File: src/hdl/alt_intf_cfg.svh
`ifndef ALT_INTF_CFG_SVH
`define ALT_INTF_CFG_SVH
// Register addresses
`define ADDR_ALT_INTF_WRITE 6'h07
`define ADDR_ALT_INTF_SET   6'h08
`define ADDR_ALT_INTF_CLEAR 6'h09
// Reset value
`define ALT_INTF_RESET      8'h00
// Read data returned for an unmapped read address
`define ALT_INTF_RD_NONE    8'h00
// Byte with no bit set, used when checking cleared bits
`define ALT_INTF_NO_BITS    8'h00
// Pin guard levels: both pulls on during reset, none when switched off
`define PIN_GUARD_RESET     2'h3
`define PIN_GUARD_NONE      2'h0
`endif

File: src/hdl/alt_intf_pkg.sv
package alt_intf_pkg;
  // Field layout of the alternative interface control register
  typedef struct packed {
    logic pinGuardOff;           // bit 7
    logic indicatorUnqualified;  // bit 6
    logic indicatorInvert;       // bit 5
    logic reserved4;             // bit 4
    logic serialClockKeepOnN;    // bit 3
    logic reserved2;             // bit 2
    logic threeWireSerialMode;   // bit 1
    logic sixWireSerialMode;     // bit 0
  } alt_ctrl_s;

  // Register access request from the ULPI register protocol engine
  typedef struct packed {
    logic       wrValid;
    logic [5:0] addr;
    logic [7:0] wrData;
  } reg_req_s;

  // Pin protection controls
  typedef struct packed {
    logic stpPullUp;
    logic dataPullDown;
  } pin_guard_s;
endpackage

File: src/hdl/ulpi_alt_interface_control.sv
`timescale 1ns/1ns
`include "alt_intf_cfg.svh"

//------------------------------------------------------------
// Alternative interface control register
//------------------------------------------------------------
// Function
// - Read 07h-09h; write, set, clear addresses
// - Guard on: detect link releasing STP
// - Guard on: STP pull-up, DATA pull-downs when STP is high unexpectedly
// - Guard off removes all weak pulls
// - Invert bit complements overcurrent input
// - Qualify indicator with supply comparator unless unqualified
// - Clock kept powered in serial only if set
// - Clock bit only valid serial and powered
// - Bit 1 selects three-wire serial
// - Bit 0 selects six-wire serial
// - Device clears mode bit on serial exit
module ulpi_alt_interface_control (
  input  wire logic                   clk,
  input  wire logic                   reset,
  input  wire alt_intf_pkg::reg_req_s regReq,
  input  wire logic [5:0]             rdAddr,
  input  wire logic                   stpDriven,
  input  wire logic                   stpLevel,
  input  wire logic                   stpExpected,
  input  wire logic                   phyLowPowerN,
  input  wire logic                   serialExit,
  input  wire logic                   overcurrentIn,
  input  wire logic                   hostSupplyValidComparator,
  output logic [7:0]                  rdData,
  output logic                        rdHit,
  output alt_intf_pkg::alt_ctrl_s     ctrl,
  output alt_intf_pkg::pin_guard_s    pinGuard,
  output logic                        stpReleased,
  output logic                        supplyIndicator,
  output logic                        serialClockOn,
  output logic                        threeWireActive,
  output logic                        sixWireActive
);

  alt_intf_pkg::alt_ctrl_s  next_ctrl;
  alt_intf_pkg::pin_guard_s next_pinGuard;
  logic [7:0]               next_rdData;
  logic                     next_rdHit;
  logic                     next_stpReleased;
  logic                     next_supplyIndicator;
  logic                     next_serialClockOn;
  logic                     complement;
  logic                     serialOn;

  //------------------------------------------------------------
  // Register update
  //------------------------------------------------------------
  // Write, set and clear, then hardware clear on serial exit
  always_comb begin
    next_ctrl = ctrl;
    if (regReq.wrValid) begin
      unique case (regReq.addr)
        `ADDR_ALT_INTF_WRITE: next_ctrl = regReq.wrData;
        `ADDR_ALT_INTF_SET:   next_ctrl = ctrl | regReq.wrData;
        `ADDR_ALT_INTF_CLEAR: next_ctrl = ctrl & ~regReq.wrData;
        default: ;
      endcase
    end
    if (serialExit) begin
      next_ctrl.threeWireSerialMode = 1'b0;
      next_ctrl.sixWireSerialMode   = 1'b0;
    end
  end

  // Register byte, all zero after reset
  always_ff @(posedge clk or posedge reset) begin
    if (reset) begin
      ctrl <= `ALT_INTF_RESET;
    end else begin
      ctrl <= next_ctrl;
    end
  end

  //------------------------------------------------------------
  // Register access checks
  //------------------------------------------------------------
  // Plain write replaces the whole byte
  a_plain_write: assert property (@(posedge clk) disable iff (reset)
    regReq.wrValid && regReq.addr == `ADDR_ALT_INTF_WRITE && !serialExit |=> ctrl == $past(regReq.wrData))
    else $error("plain write wrong");
  // Set address merges the written ones in
  a_set_ors_byte: assert property (@(posedge clk) disable iff (reset)
    regReq.wrValid && regReq.addr == `ADDR_ALT_INTF_SET && !serialExit
    |=> ctrl == ($past(ctrl) | $past(regReq.wrData)))
    else $error("set write wrong");
  // Clear address drops every bit written as one
  a_clear_bits: assert property (@(posedge clk) disable iff (reset)
    regReq.wrValid && regReq.addr == `ADDR_ALT_INTF_CLEAR |=> (ctrl & $past(regReq.wrData)) == `ALT_INTF_NO_BITS)
    else $error("clear write wrong");
  // Clear address leaves the bits written as zero alone
  a_clear_keeps: assert property (@(posedge clk) disable iff (reset)
    regReq.wrValid && regReq.addr == `ADDR_ALT_INTF_CLEAR && !serialExit
    |=> ctrl == ($past(ctrl) & ~$past(regReq.wrData)))
    else $error("clear write touched other bits");
  // Any other address, or no write at all, leaves the byte alone
  a_unmapped_write: assert property (@(posedge clk) disable iff (reset)
    !(regReq.wrValid && regReq.addr inside {`ADDR_ALT_INTF_WRITE, `ADDR_ALT_INTF_SET, `ADDR_ALT_INTF_CLEAR})
    && !serialExit |=> $stable(ctrl))
    else $error("byte changed without a write");
  // Leaving serial mode clears the three-wire bit and both active flags
  a_serial_exit: assert property (@(posedge clk) disable iff (reset)
    serialExit |=> !threeWireActive && !sixWireActive && !ctrl.threeWireSerialMode)
    else $error("serial bit not cleared");
  // Leaving serial mode clears the six-wire bit as well
  a_six_wire_exit: assert property (@(posedge clk) disable iff (reset)
    serialExit |=> !ctrl.sixWireSerialMode)
    else $error("six-wire bit not cleared");

  //------------------------------------------------------------
  // Derived controls and readback
  //------------------------------------------------------------
  // Any serial mode active, and the overcurrent input after the invert bit
  assign serialOn   = ctrl.threeWireSerialMode | ctrl.sixWireSerialMode;
  assign complement = overcurrentIn ^ ctrl.indicatorInvert;

  // Next values of the status outputs other than the two active mode flags
  always_comb begin
    next_rdHit  = (rdAddr == `ADDR_ALT_INTF_WRITE) || (rdAddr == `ADDR_ALT_INTF_SET) ||
                  (rdAddr == `ADDR_ALT_INTF_CLEAR);
    next_rdData = next_rdHit ? ctrl : `ALT_INTF_RD_NONE;
    next_stpReleased = ~ctrl.pinGuardOff & ~stpDriven;
    next_pinGuard.stpPullUp    = ~ctrl.pinGuardOff;
    next_pinGuard.dataPullDown = ~ctrl.pinGuardOff & stpLevel & ~stpExpected;
    next_supplyIndicator = ctrl.indicatorUnqualified ? complement :
                           (complement & hostSupplyValidComparator);
    // Bit only honoured in serial mode with the PHY powered
    next_serialClockOn = serialOn & (phyLowPowerN ? ctrl.serialClockKeepOnN : 1'b0);
  end

  // Output flops; both weak pulls stay on while in reset
  always_ff @(posedge clk or posedge reset) begin
    if (reset) begin
      rdData          <= `ALT_INTF_RD_NONE;
      rdHit           <= 1'b0;
      stpReleased     <= 1'b0;
      pinGuard        <= `PIN_GUARD_RESET;
      supplyIndicator <= 1'b0;
      serialClockOn   <= 1'b0;
      threeWireActive <= 1'b0;
      sixWireActive   <= 1'b0;
    end else begin
      rdData          <= next_rdData;
      rdHit           <= next_rdHit;
      stpReleased     <= next_stpReleased;
      pinGuard        <= next_pinGuard;
      supplyIndicator <= next_supplyIndicator;
      serialClockOn   <= next_serialClockOn;
      threeWireActive <= next_ctrl.threeWireSerialMode;
      sixWireActive   <= next_ctrl.sixWireSerialMode;
    end
  end

  //------------------------------------------------------------
  // Read-back checks
  //------------------------------------------------------------
  // Clear address reads back the stored byte
  a_read_back: assert property (@(posedge clk) disable iff (reset)
    rdAddr == `ADDR_ALT_INTF_CLEAR && !regReq.wrValid && !serialExit |=> rdHit && rdData == ctrl)
    else $error("readback wrong");
  // Unmapped read address gives no hit and empty data
  a_read_miss: assert property (@(posedge clk) disable iff (reset)
    !(rdAddr inside {`ADDR_ALT_INTF_WRITE, `ADDR_ALT_INTF_SET, `ADDR_ALT_INTF_CLEAR})
    |=> !rdHit && rdData == `ALT_INTF_RD_NONE)
    else $error("unmapped read not empty");

  //------------------------------------------------------------
  // Pin guard checks
  //------------------------------------------------------------
  // Guard switched off removes every weak pull
  a_guard_off: assert property (@(posedge clk) disable iff (reset)
    ctrl.pinGuardOff |=> pinGuard == `PIN_GUARD_NONE && !stpReleased)
    else $error("guard not removed");
  // Unexpected STP high brings in the data pull-downs
  a_guard_pull: assert property (@(posedge clk) disable iff (reset)
    !ctrl.pinGuardOff && stpLevel && !stpExpected |=> pinGuard.dataPullDown && pinGuard.stpPullUp)
    else $error("guard pulls missing");
  // Otherwise only the STP pull-up stays on
  a_guard_quiet: assert property (@(posedge clk) disable iff (reset)
    !ctrl.pinGuardOff && !(stpLevel && !stpExpected) |=> pinGuard.stpPullUp && !pinGuard.dataPullDown)
    else $error("data pulled down while STP expected");
  // Released STP is flagged while the guard is on
  a_stp_release: assert property (@(posedge clk) disable iff (reset)
    !ctrl.pinGuardOff && !stpDriven |=> stpReleased)
    else $error("release not seen");

  //------------------------------------------------------------
  // Indicator checks
  //------------------------------------------------------------
  // Qualified indicator stays low without a valid supply
  a_indicator: assert property (@(posedge clk) disable iff (reset)
    !ctrl.indicatorUnqualified && !hostSupplyValidComparator |=> !supplyIndicator)
    else $error("indicator not qualified");
  // Invert bit complements the overcurrent input
  a_invert: assert property (@(posedge clk) disable iff (reset)
    ctrl.indicatorUnqualified && ctrl.indicatorInvert |=> supplyIndicator == !$past(overcurrentIn))
    else $error("indicator not inverted");
  // Without the invert bit the input passes straight through
  a_pass_through: assert property (@(posedge clk) disable iff (reset)
    ctrl.indicatorUnqualified && !ctrl.indicatorInvert |=> supplyIndicator == $past(overcurrentIn))
    else $error("indicator inverted without the bit");

  //------------------------------------------------------------
  // Serial clock and mode checks
  //------------------------------------------------------------
  // Clock bit ignored outside serial mode or in low power
  a_clock_keep: assert property (@(posedge clk) disable iff (reset)
    !phyLowPowerN || !serialOn |=> !serialClockOn)
    else $error("clock bit not ignored");
  // Clock bit honoured in serial mode with the PHY powered
  a_clock_on: assert property (@(posedge clk) disable iff (reset)
    serialOn && phyLowPowerN && ctrl.serialClockKeepOnN |=> serialClockOn)
    else $error("serial clock not kept on");
  // Active mode flags follow their register bits
  a_mode_copy: assert property (@(posedge clk) disable iff (reset)
    threeWireActive == ctrl.threeWireSerialMode && sixWireActive == ctrl.sixWireSerialMode)
    else $error("active mode differs from its bit");

  //------------------------------------------------------------
  // Coverage of the main scenarios
  //------------------------------------------------------------
  c_three_wire: cover property (@(posedge clk) disable iff (reset) threeWireActive ##1 serialExit);
  c_six_wire: cover property (@(posedge clk) disable iff (reset) sixWireActive && serialClockOn);
  c_guard_pull: cover property (@(posedge clk) disable iff (reset) pinGuard.dataPullDown);
  c_guard_off: cover property (@(posedge clk) disable iff (reset) ctrl.pinGuardOff && !stpDriven);
  c_read_hit: cover property (@(posedge clk) disable iff (reset) rdHit && rdData != `ALT_INTF_RD_NONE);
endmodule

File: config.mk
export PLATFORM = sky130hd
export DESIGN_NAME = ulpi_alt_interface_control
export DESIGN_NICKNAME = d
export VERILOG_FILES = /design/src/hdl/alt_intf_pkg.sv /design/src/hdl/ulpi_alt_interface_control.sv
export VERILOG_INCLUDE_DIRS = /design/src /design/src/hdl
export SDC_FILE = /design/constraint.sdc
export NUM_CORES = 1
export LEC_CHECK = 0
export BUFFER_PORTS_ARGS = -buffer_cell sky130_fd_sc_hd__buf_4
export CAP_MARGIN = 10
export CORE_ASPECT_RATIO = 1.25
export CORE_MARGIN = 5
export CORE_UTILIZATION = 43
export CTS_CLUSTER_DIAMETER = 40
export DETAILED_ROUTE_END_ITERATION = 7
export PLACE_DENSITY = 0.85
export RECOVER_POWER = 50
export SYNTH_ARGS = -nofsm -noshare
export SYNTH_HDL_FRONTEND = slang
export SYNTH_SLANG_ARGS = --single-unit
File: constraint.sdc
create_clock -name clk -period 0.8 [get_ports clk]
set_input_delay 0.16 -clock clk [delete_from_list [all_inputs] [get_ports clk]]
set_output_delay 0.16 -clock clk [all_outputs]
set_load 0.02 [all_outputs]
* Word level (Yosys, flattened, before mapping) *
Cells that the tools add are included.

storage, ports and cells
  register bits = 22
  output and inout port bits = 24
  word-level logic and storage cells = 47
  bits of input ports = 30

cells by class
  reduce and logical (&&, ||, !) cells = 7
  muxes and demuxes = 6
  equality and inequality tests = 6
  bitwise operators = 13

operators by type and width
  operator            number
  $eq 6x4->1 const B  4
  $pmux 8 s3          1
  $eq 6x3->1 const B  2
  $and 8x8->8         1
  $mux 8              1
  $not 8->8           1
  $or 8x8->8          1
  $and 1x1->1         5
  $mux 2              2
  $reduce_and 2->1    2
  $reduce_bool 4->1   1
  $not 1->1           3
  $reduce_bool 3->1   1
  $logic_or 1x1->1    2
  $mux 1              2
  $reduce_bool 2->1   1
  $or 1x1->1          1
  $xor 1x1->1         1

* Logic depth before layout (Yosys ltp) *
Gate-level depths: netlist (run 1).

  depth in word-level cells = 5
  gate-level depth with buffers = 3
  gate-level depth less buffers = 3

* Worst setup path before layout (run 1) *
No wires, ideal clock.

  path type = input -> register
  start point = input regReq[13] (netlist name)
  end point = register ctrl[2] (netlist name)
  setup slack = -317 ps
  buffers on the path = 0
  arrival time = 975 ps
  data required time = 657 ps
  stages on the path = 3
  setup time = 143 ps
  path through = or3b_2 -> a21oi_2 -> o221ai_1

on the way
  word-level cells in the longest chain between the ends = 3
  elaborated cells on any way between the ends = 6
  those cells by class = eq/ne: 3; mux: 1; reduce/logical: 2

ends and longest elaborated chain
  element                                          RTL line                          text
  start, declared                                  ulpi_alt_interface_control.sv:22  input wire alt_intf_pkg::reg_req_s regReq,
  $eq 6x4->1 / $eq 6x3->1 (equally long branches)  ulpi_alt_interface_control.sv:59  unique case (regReq.addr)
  $reduce_bool 3->1 (no line)                      n/a
  $reduce_and 2->1 (no line)                       n/a
  end signal, assigned                             ulpi_alt_interface_control.sv:75  ctrl <= `ALT_INTF_RESET;
  end signal, assigned                             ulpi_alt_interface_control.sv:77  ctrl <= next_ctrl;
  end, declared                                    ulpi_alt_interface_control.sv:33  output alt_intf_pkg::alt_ctrl_s ctrl,

Parallel ways exist; a longest one is shown, timed or not.
A chain may end at the register's enable or synchronous reset.

* Worst setup path in the final report (run 1) *
  start point = register pinGuard[1] (netlist name)
  end point = output pinGuard[1] (netlist name)

RTL lines
  element                 RTL line                           text
  start, declared         ulpi_alt_interface_control.sv:34   output alt_intf_pkg::pin_guard_s pinGuard,
  start signal, assigned  ulpi_alt_interface_control.sv:143  pinGuard <= `PIN_GUARD_RESET;
  start signal, assigned  ulpi_alt_interface_control.sv:152  pinGuard <= next_pinGuard;

No word-level cell between the ends.

==> metrics.md, run 1 <==
| Metric | Value |
|---|---|
| Status | `finished with violations` |
| Failing checks | `negative setup slack` |
| Crit path cell chain | `buf_6` |
| Worst path depth | `1` |
| Worst path max stage delay | `0.54 ns` |
| Area Growth Syn to Fin | `96.2%` |
| Count of cells along the worst hold path | `2` |
| Mapped Nets | `between 100 and 150` |
| Required time of the critical path | `around 0.64 ns` |
| NumNets Final | `198` |
| Rel. slew slack | `roughly 75%` |
| Ys flop type | `dfrtp_1` |
| Fraction of registers with async set/reset | `100%` |
| CTS tree | `yes` |
| Hold Path End | `supplyIndicator$_DFF_PP0_` |
| Synth top area share | `between 40% and 50%` |
| Worst-Margin Slew | `between 0.3 and 0.4 ns` |
| Die area | `around 3400 um^2` |
| Syn_area_per_cell | `between 10 and 15 um^2` |
| Largest net degree at the start of global routing | `23` |
| FILL cells | `105` |
| Total gr overflow | `0` |
| Worst-Skew Late Latency | `about 0.30 ns` |
| RR Startpoint | `ctrl[5]$_DFFE_PP0P_` |
| CTS Sinks | `22` |
| Die Span X | `53.3 um` |
| Vias | `1083` |
| Antenna viol nets, final | `0` |
| Max Cap Viol | `0` |
| Synthesis warning total | `0` |
| Routed WL | `a little under 4000 um` |
| Fin crit share | `139%` |
| Critical path class | `reg -> out` |
| RSZ-0062 raised after global routing | `yes` |
| Cell Area, Synth | `1010 um^2` |
| Io pins | `between 50 and 60` |
| Post-DP HPWL | `~2000 um` |
| IO Port Bufs | `53` |
| Slowest cell on crit path | `dfstp_2` |
| Worst vdd ir | `about 1.8 mV` |
| Drt pass-1 iters | `4` |
| Post-layout minimum cycle time | `approximately 1.1 ns` |
| Final hold vios | `0` |
| Core ar. | `about 2200 um^2` |
| Final GP Congestion | `0.742` |
| Hold WC Path Type | `in -> reg` |
| Reg clk slew, reported paths | `approximately 0.12 ns` |
| Drt wl/cell | `around 20 um` |
| EDFF count, synth | `0` |
| Critical path arrival | `about 0.96 ns` |
| Drt drc | `0` |
| FF-to-FF path depth | `3` |
| Delay-heaviest family, CP | `flip-flops` |
| Area contributors post-synth | `dfrtp_1 50%, dfstp_2 5.2%, o221ai_1 5.2%, and2_1 5.0%, inv_1 4.1%` |
| Final core occ | `between 80% and 90%` |
| Critical path startpoint category | `flip-flop` |
| Via-per-instance ratio | `between 5 and 6` |
| Multi-input gate area | `around 570 um^2` |
| H-tree levels | `1` |
| Num CTS Buffers | `3` |
| Hold Slack | `roughly 0.063 ns` |
| Slew Viols, Final | `0` |
| DIE HEIGHT | `between 60 and 70 um` |
| Buf/Inv on CP | `1` |
| Starting Density | `a little under half` |
| Setup WS post-layout | `-0.316 ns` |
| Num rows | `19` |
| Clk root buf | `clkbuf_4` |
| Worst reg2reg endpoint | `ctrl[5]$_DFFE_PP0P_` |
| Share of cells above drive strength 1 | `between 60 and 70%` |
| Reg2Reg Setup Slack | `-0.17 ns` |
| Register bit total from synthesis | `22` |
| Achievable Freq | `896 MHz` |
| Vias in the first global route | `about 1200` |
| PD cells | `~1900 nW/um^2` |
| Reg area | `557 um^2` |
| Synth area leader | `dfrtp_1` |
| Crit path capture type | `output pin` |
| Sequential share of the synthesized area | `a little over half` |
| Initial antenna violation count | `0` |
| Clk buf depth | `2` |
| Worst Path Max Fanout | `1` |
| Setup-failing EPs final | `44` |
| Clock skew | `0.00605 ns` |
| Hold path startpoint | `overcurrentIn` |
| Ant diodes | `0` |
| P_leak | `just over 0.0009 uW` |
| First-iteration detailed-routing DRC count | `30` |
| Post-Syn Instances | `86` |
| Library cells used by synthesis | `26` |
| First-pass GRT wire length | `~5400 um` |
| GRT Total Usage | `a little over a fifth` |
-- worst reg2reg max path, stage by stage, from the launching register on --
cell and delay [ns]:
dfrtp_2 0.45, buf_6 0.15, nand4_1 0.11, o221ai_2 0.13
-- registers in the layout, summed over array words and instances, names as in the netlist --
register / flops
serialClockOn: 1
pinGuard: 2
supplyIndicator: 1
ctrl: 6
stpReleased: 1
rdData: 8
sixWireActive: 1
threeWireActive: 1
rdHit: 1
-- cell families (layout without fill, tap and decap cells) --
| kind of cell | Yosys count | count (layout) | synth area share (%) |
|---|---|---|---|
| AND/OR/NAND/NOR | 31 | 31 | 22.7 |
| buffers and inverters | 13 | 93 | 5.58 |
| flip-flops | 22 | 22 | 54.8 |
| AO/OA/AOI/OAI | 20 | 21 | 16.9 |
-- cells in the final DEF, fill, tap and decap left out, drive strengths merged, types with 3 or more instances in the layout --
cell type	netlist	layout
buf	2	73
dfrtp	20	20
inv	11	11
and2	8	8
o221ai	6	6
nand2b	6	6
clkbuf	0	5
o211ai	4	4
a211oi	3	4
or3b	3	3
dlygate4sd3	0	3
nor4b	3	3
nor3b	3	3
-- worst max-delay path by stage --
stage	start	end	slack (ns)
after floorplan	rdAddr[1]	rdData[7]$_DFF_PP0_	-0.24
after global placement	rdAddr[1]	rdData[7]$_DFF_PP0_	-0.42
after detailed placement	regReq[9]	ctrl[6]$_DFFE_PP0P_	-0.45
after CTS	pinGuard[0]$_DFF_PP1_	pinGuard[0]	-0.31
after global routing	pinGuard[0]$_DFF_PP1_	pinGuard[0]	-0.37
final	pinGuard[1]$_DFF_PP1_	pinGuard[1]	-0.32
-- routing by layer --
layer / GRT usage, % / vias to the layer above / share of wire [%]
met5: 0 / - / 0
met4: 10.2 / 0 / 2.0
met3: 2.09 / 8 / 5.2
met2: 39.4 / 51 / 55
met1: 23.1 / 544 / 37
li1: - / 480 / -
-- through the flow --
stage	cells	power, uW	worst slack (ns)	instance area [um^2]	TNS, ns
final	198	3710	-0.316	1980	-7.69
after global routing	198	3880	-0.365	1980	-8.98
after CTS	195	3450	-0.314	1880	-6.82
after detailed placement	180	2310	-0.454	1570	-7.33
after global placement	180	2280	-0.422	1570	-6.91
after floorplan	86	1810	-0.244	1040	-3.69
-- final cells by class --
class	count	area share (%)
Sequential cell	22	28.1
Timing Repair Buffer	78	36.4
Multi-Input combinational cell	52	28.6
Clock buffer	3	1.14
Clock inverter	1	1.52
Tap cell	31	1.96
Inverter	11	2.21
-- power by group --
| part | total, uW | switching, uW | internal [uW] |
|---|---|---|---|
| Sequential | 1390 | 122 | 1270 |
| Clock | 840 | 334 | 506 |
| Combinational | 1470 | 703 | 767 |
| Total | 3710 | 1160 | 2550 |
-- synthesized netlist by cell type (2+ instances only) --
cell type / number
nand2b_1: 6
and2_1: 8
nand4_1: 2
o32ai_1: 2
nand4b_1: 2
dfrtp_1: 20
nor3b_1: 3
dfstp_2: 2
a211oi_1: 2
o211ai_1: 4
inv_1: 11
nor4b_1: 2
o221ai_1: 6
or3b_1: 2
nor2_1: 2
buf_4: 2
-- timing repair --
action / in CTS / in global routing
pin swaps: 10 / 9
hold buffers: 3 / 0
endpoints found under the setup margin: 41 / 44
cloned: 1 / 0
gates resized for setup: 40 / 18
endpoints found under the hold margin: 22 / 0
setup buffers: 7 / 5
Note: power is estimated with default switching activity, not from simulation.
==> run 2, diff against run 1 <==
- SETUP_SLACK_MARGIN: default -> 0.15
==> metrics.md, run 2 (synthesis results as in run 1) <==
| Metric | Value |
|---|---|
| Status | `finished with violations` |
| Failing checks | `negative hold slack, negative setup slack` |
| Reg2Reg Setup Slack | `-0.18 ns (about the same)` |
| Worst path max stage delay | `0.55 ns (about the same)` |
| Num rows | `19 (unchanged)` |
| Setup-failing EPs final | `45 (+2.3%)` |
| Routed WL | `4090 um (+5.2%)` |
| Critical path arrival | `0.97 ns (about the same)` |
| Share of cells above drive strength 1 | `69.4% (+2.3 points)` |
| RR Startpoint | `sixWireActive$_DFFE_PP0P_` |
| Delay-heaviest family, CP | `flip-flops` |
| Rel. slew slack | `71.5% (-3.8 points)` |
| Reg power frac | `37.5% (about the same)` |
| Clock skew | `0.00138 ns (-0.00466 ns)` |
| Design Power | `3730 uW (+0.80%)` |
| Top Registers | `rdData (8), ctrl (6), pinGuard (2)` |
| Slew Viols, Final | `0 (unchanged)` |
| Crit path capture type | `output pin` |
| Fin crit share | `142% (+2.2 points)` |
| Hold Path End | `pinGuard[0]$_DFF_PP1_` |
| Internal power | `2570 uW (+0.86%)` |
| Required time of the critical path | `0.64 ns (about the same)` |
| Antenna viol nets, final | `0 (unchanged)` |
| FF-to-FF path depth | `3 (unchanged)` |
| Crit path cell chain | `buf_6` |
| CTS Sinks | `22 (unchanged)` |
| Net Sw Power | `1170 uW (+0.67%)` |
| IO Port Bufs | `53 (unchanged)` |
| Met2 Use GR | `43.9% (+4.4 points)` |
| Achievable Freq | `883 MHz (-1.5%)` |
| Placed Instance Area | `1590 um^2 (+1.5%)` |
| Final std cells w/o fill | `204 (+3.0%)` |
| NumNets Final | `204 (+3.0%)` |
| Clock power frac | `22.8% (about the same)` |
| Final instance area | `2010 um^2 (+1.8%)` |
| Via-per-instance ratio | `5.35 (-2.1%)` |
| Top Usage Layer GRT | `met2` |
| Die area | `3420 um^2 (unchanged)` |
| Most common cell after layout, fill and taps aside | `buf_4` |
| Final core occ | `90.1% (+1.6 points)` |
| Worst reg2reg endpoint | `serialClockOn$_DFF_PP0_` |
| PD cells | `1860 nW/um^2 (-0.96%)` |
| Die Span X | `53.3 um (unchanged)` |
| Final hold vios | `2 (+2)` |
| CTS tree | `yes` |
| Drt pass-1 iters | `4 (unchanged)` |
| H-tree levels | `1 (unchanged)` |
| Ant diodes | `0 (unchanged)` |
| Drt drc | `0 (unchanged)` |
| Setup WS post-layout | `-0.333 ns (-0.0175 ns)` |
| Core ar. | `2230 um^2 (unchanged)` |
| Largest reg by FF count | `rdData` |
| Hold bufs inserted after CTS | `1 (-2)` |
| First-iteration detailed-routing DRC count | `32 (+6.7%)` |
| Critical path class | `reg -> out` |
| Largest register FFs | `8 (unchanged)` |
| Hold path startpoint | `stpExpected` |
| Hold Slack | `-0.0388 ns (-0.102 ns)` |
| Post-layout minimum cycle time | `1.13 ns (+0.0175 ns)` |
| Largest net degree at the start of global routing | `14 (-39%)` |
| Vias | `1092 (+0.83%)` |
| Most frequent cells in the layout | `43 x buf_4, 33 x buf_6, 16 x dfrtp_1, 9 x inv_1, 8 x and2_1` |
| Total gr overflow | `0 (unchanged)` |
| DIE HEIGHT | `64.1 um (unchanged)` |
| Placed insts | `184 (+2.2%)` |
| Worst-Skew Late Latency | `0.31 ns (about the same)` |
| Starting Density | `45.1% (unchanged)` |
| Worst vdd ir | `1.82 mV (+1.1%)` |
| CP startpoint | `pinGuard[1]$_DFF_PP1_` |
| Num CTS Buffers | `3 (unchanged)` |
| Switching share of total power | `31.2% (-0.041 points)` |
| Post-DP HPWL | `2200 um (+7.6%)` |
| RSZ-0062 raised after global routing | `yes` |
| Logic gate share of total power | `39.6% (about the same)` |
| Reg clk slew, reported paths | `0.12 ns (about the same)` |
| Final GP Congestion | `0.760 (+2.4%)` |
| Clk buf depth | `2 (unchanged)` |
| Hold WC Path Type | `in -> reg` |
| Io pins | `54 (unchanged)` |
| Slowest cell on crit path | `dfstp_2` |
| Worst-Margin Slew | `0.421 ns (+0.0563 ns)` |
| Met3 GRT Util | `3.26% (+1.2 points)` |
| Worst Path Max Fanout | `1 (unchanged)` |
| Count of cells along the worst hold path | `2 (unchanged)` |
| GRT Total Usage | `22.9% (+1.6 points)` |
| Critical path startpoint category | `flip-flop` |
| Initial antenna violation count | `0 (unchanged)` |
| Drt wl/cell | `20.0 um (+2.1%)` |
| Vias in the first global route | `1209 (+3.0%)` |
| P_leak | `0.000946 uW (+2.6%)` |
| First-pass GRT wire length | `5710 um (+6.0%)` |
| Max Cap Viol | `0 (unchanged)` |
| Met1 Usage GRT | `22.9% (-0.16 points)` |
| Area Growth Syn to Fin | `99.6%` |
| Buf/Inv on CP | `1 (unchanged)` |
| Clk root buf | `clkbuf_4` |
[run 2: cell types whose count changed in the layout (fill, tap and decap cells not counted), sizes merged]
| cell | delta |
|---|---|
| buf | +6 |
| clkbuf | +2 |
| dlygate4sd3 | -2 |
[run 2: per-layer routing]
| layer | up-vias | routed length, um |
|---|---|---|
| met4 | 0 | 115 |
| met5 | - | 0 |
| met3 | 12 | 218 |
| li1 | 491 | - |
| met1 | 535 | 1330 |
| met2 | 54 | 2420 |
[run 2: worst max-delay path by stage]
stage,end,slack [ns],cells past startpoint
after CTS,pinGuard[1],-0.32,1
final,pinGuard[1],-0.33,1
after global placement,rdData[7]$_DFF_PP0_,-0.43,4
after floorplan,rdData[6]$_DFF_PP0_,-0.24,3
after detailed placement,threeWireActive$_DFFE_PP0P_,-0.50,5
after global routing,pinGuard[1],-0.37,1
[run 2: per-stage QoR]
step                      setup WS [ns]  setup TNS [ns]
after global routing             -0.370           -9.17
after detailed placement         -0.497           -7.53
final                            -0.333           -7.88
after CTS                        -0.323           -6.97
after floorplan                  -0.244           -3.69
after global placement           -0.429           -7.00
[run 2: repair_timing]
| action | 4_1_cts | 5_1_grt |
|---|---|---|
| pin swaps | 8 | 6 |
| setup endpoints to repair | 44 | 48 |
| hold endpoints to repair | 22 | 2 |
| buffers inserted | 7 | 5 |
| gates cloned | 1 | 2 |
| resized for setup | 46 | 15 |
[run 2: layout make-up]
| cell class | count | area (um^2) |
|---|---|---|
| flip-flops and latches | 22 | 558 |
| multi-input cells | 52 | 559 |
| repair buffers | 84 | 761 |
| inverters | 11 | 43.8 |
| clock inverters | 1 | 30.0 |
| clock buffers | 3 | 22.5 |
| fillers | 97 | 221 |
| well taps | 31 | 38.8 |
[run 2: power by group through the flow]
stage / logic [uW] / clock network (uW) / registers (uW)
finish: 1480 / 852 / 1400
global route: 1550 / 905 / 1420
CTS: 1300 / 829 / 1380
detailed placement: 887 / 0 / 1440
global placement: 862 / 0 / 1430
floorplan: 229 / 0 / 1590
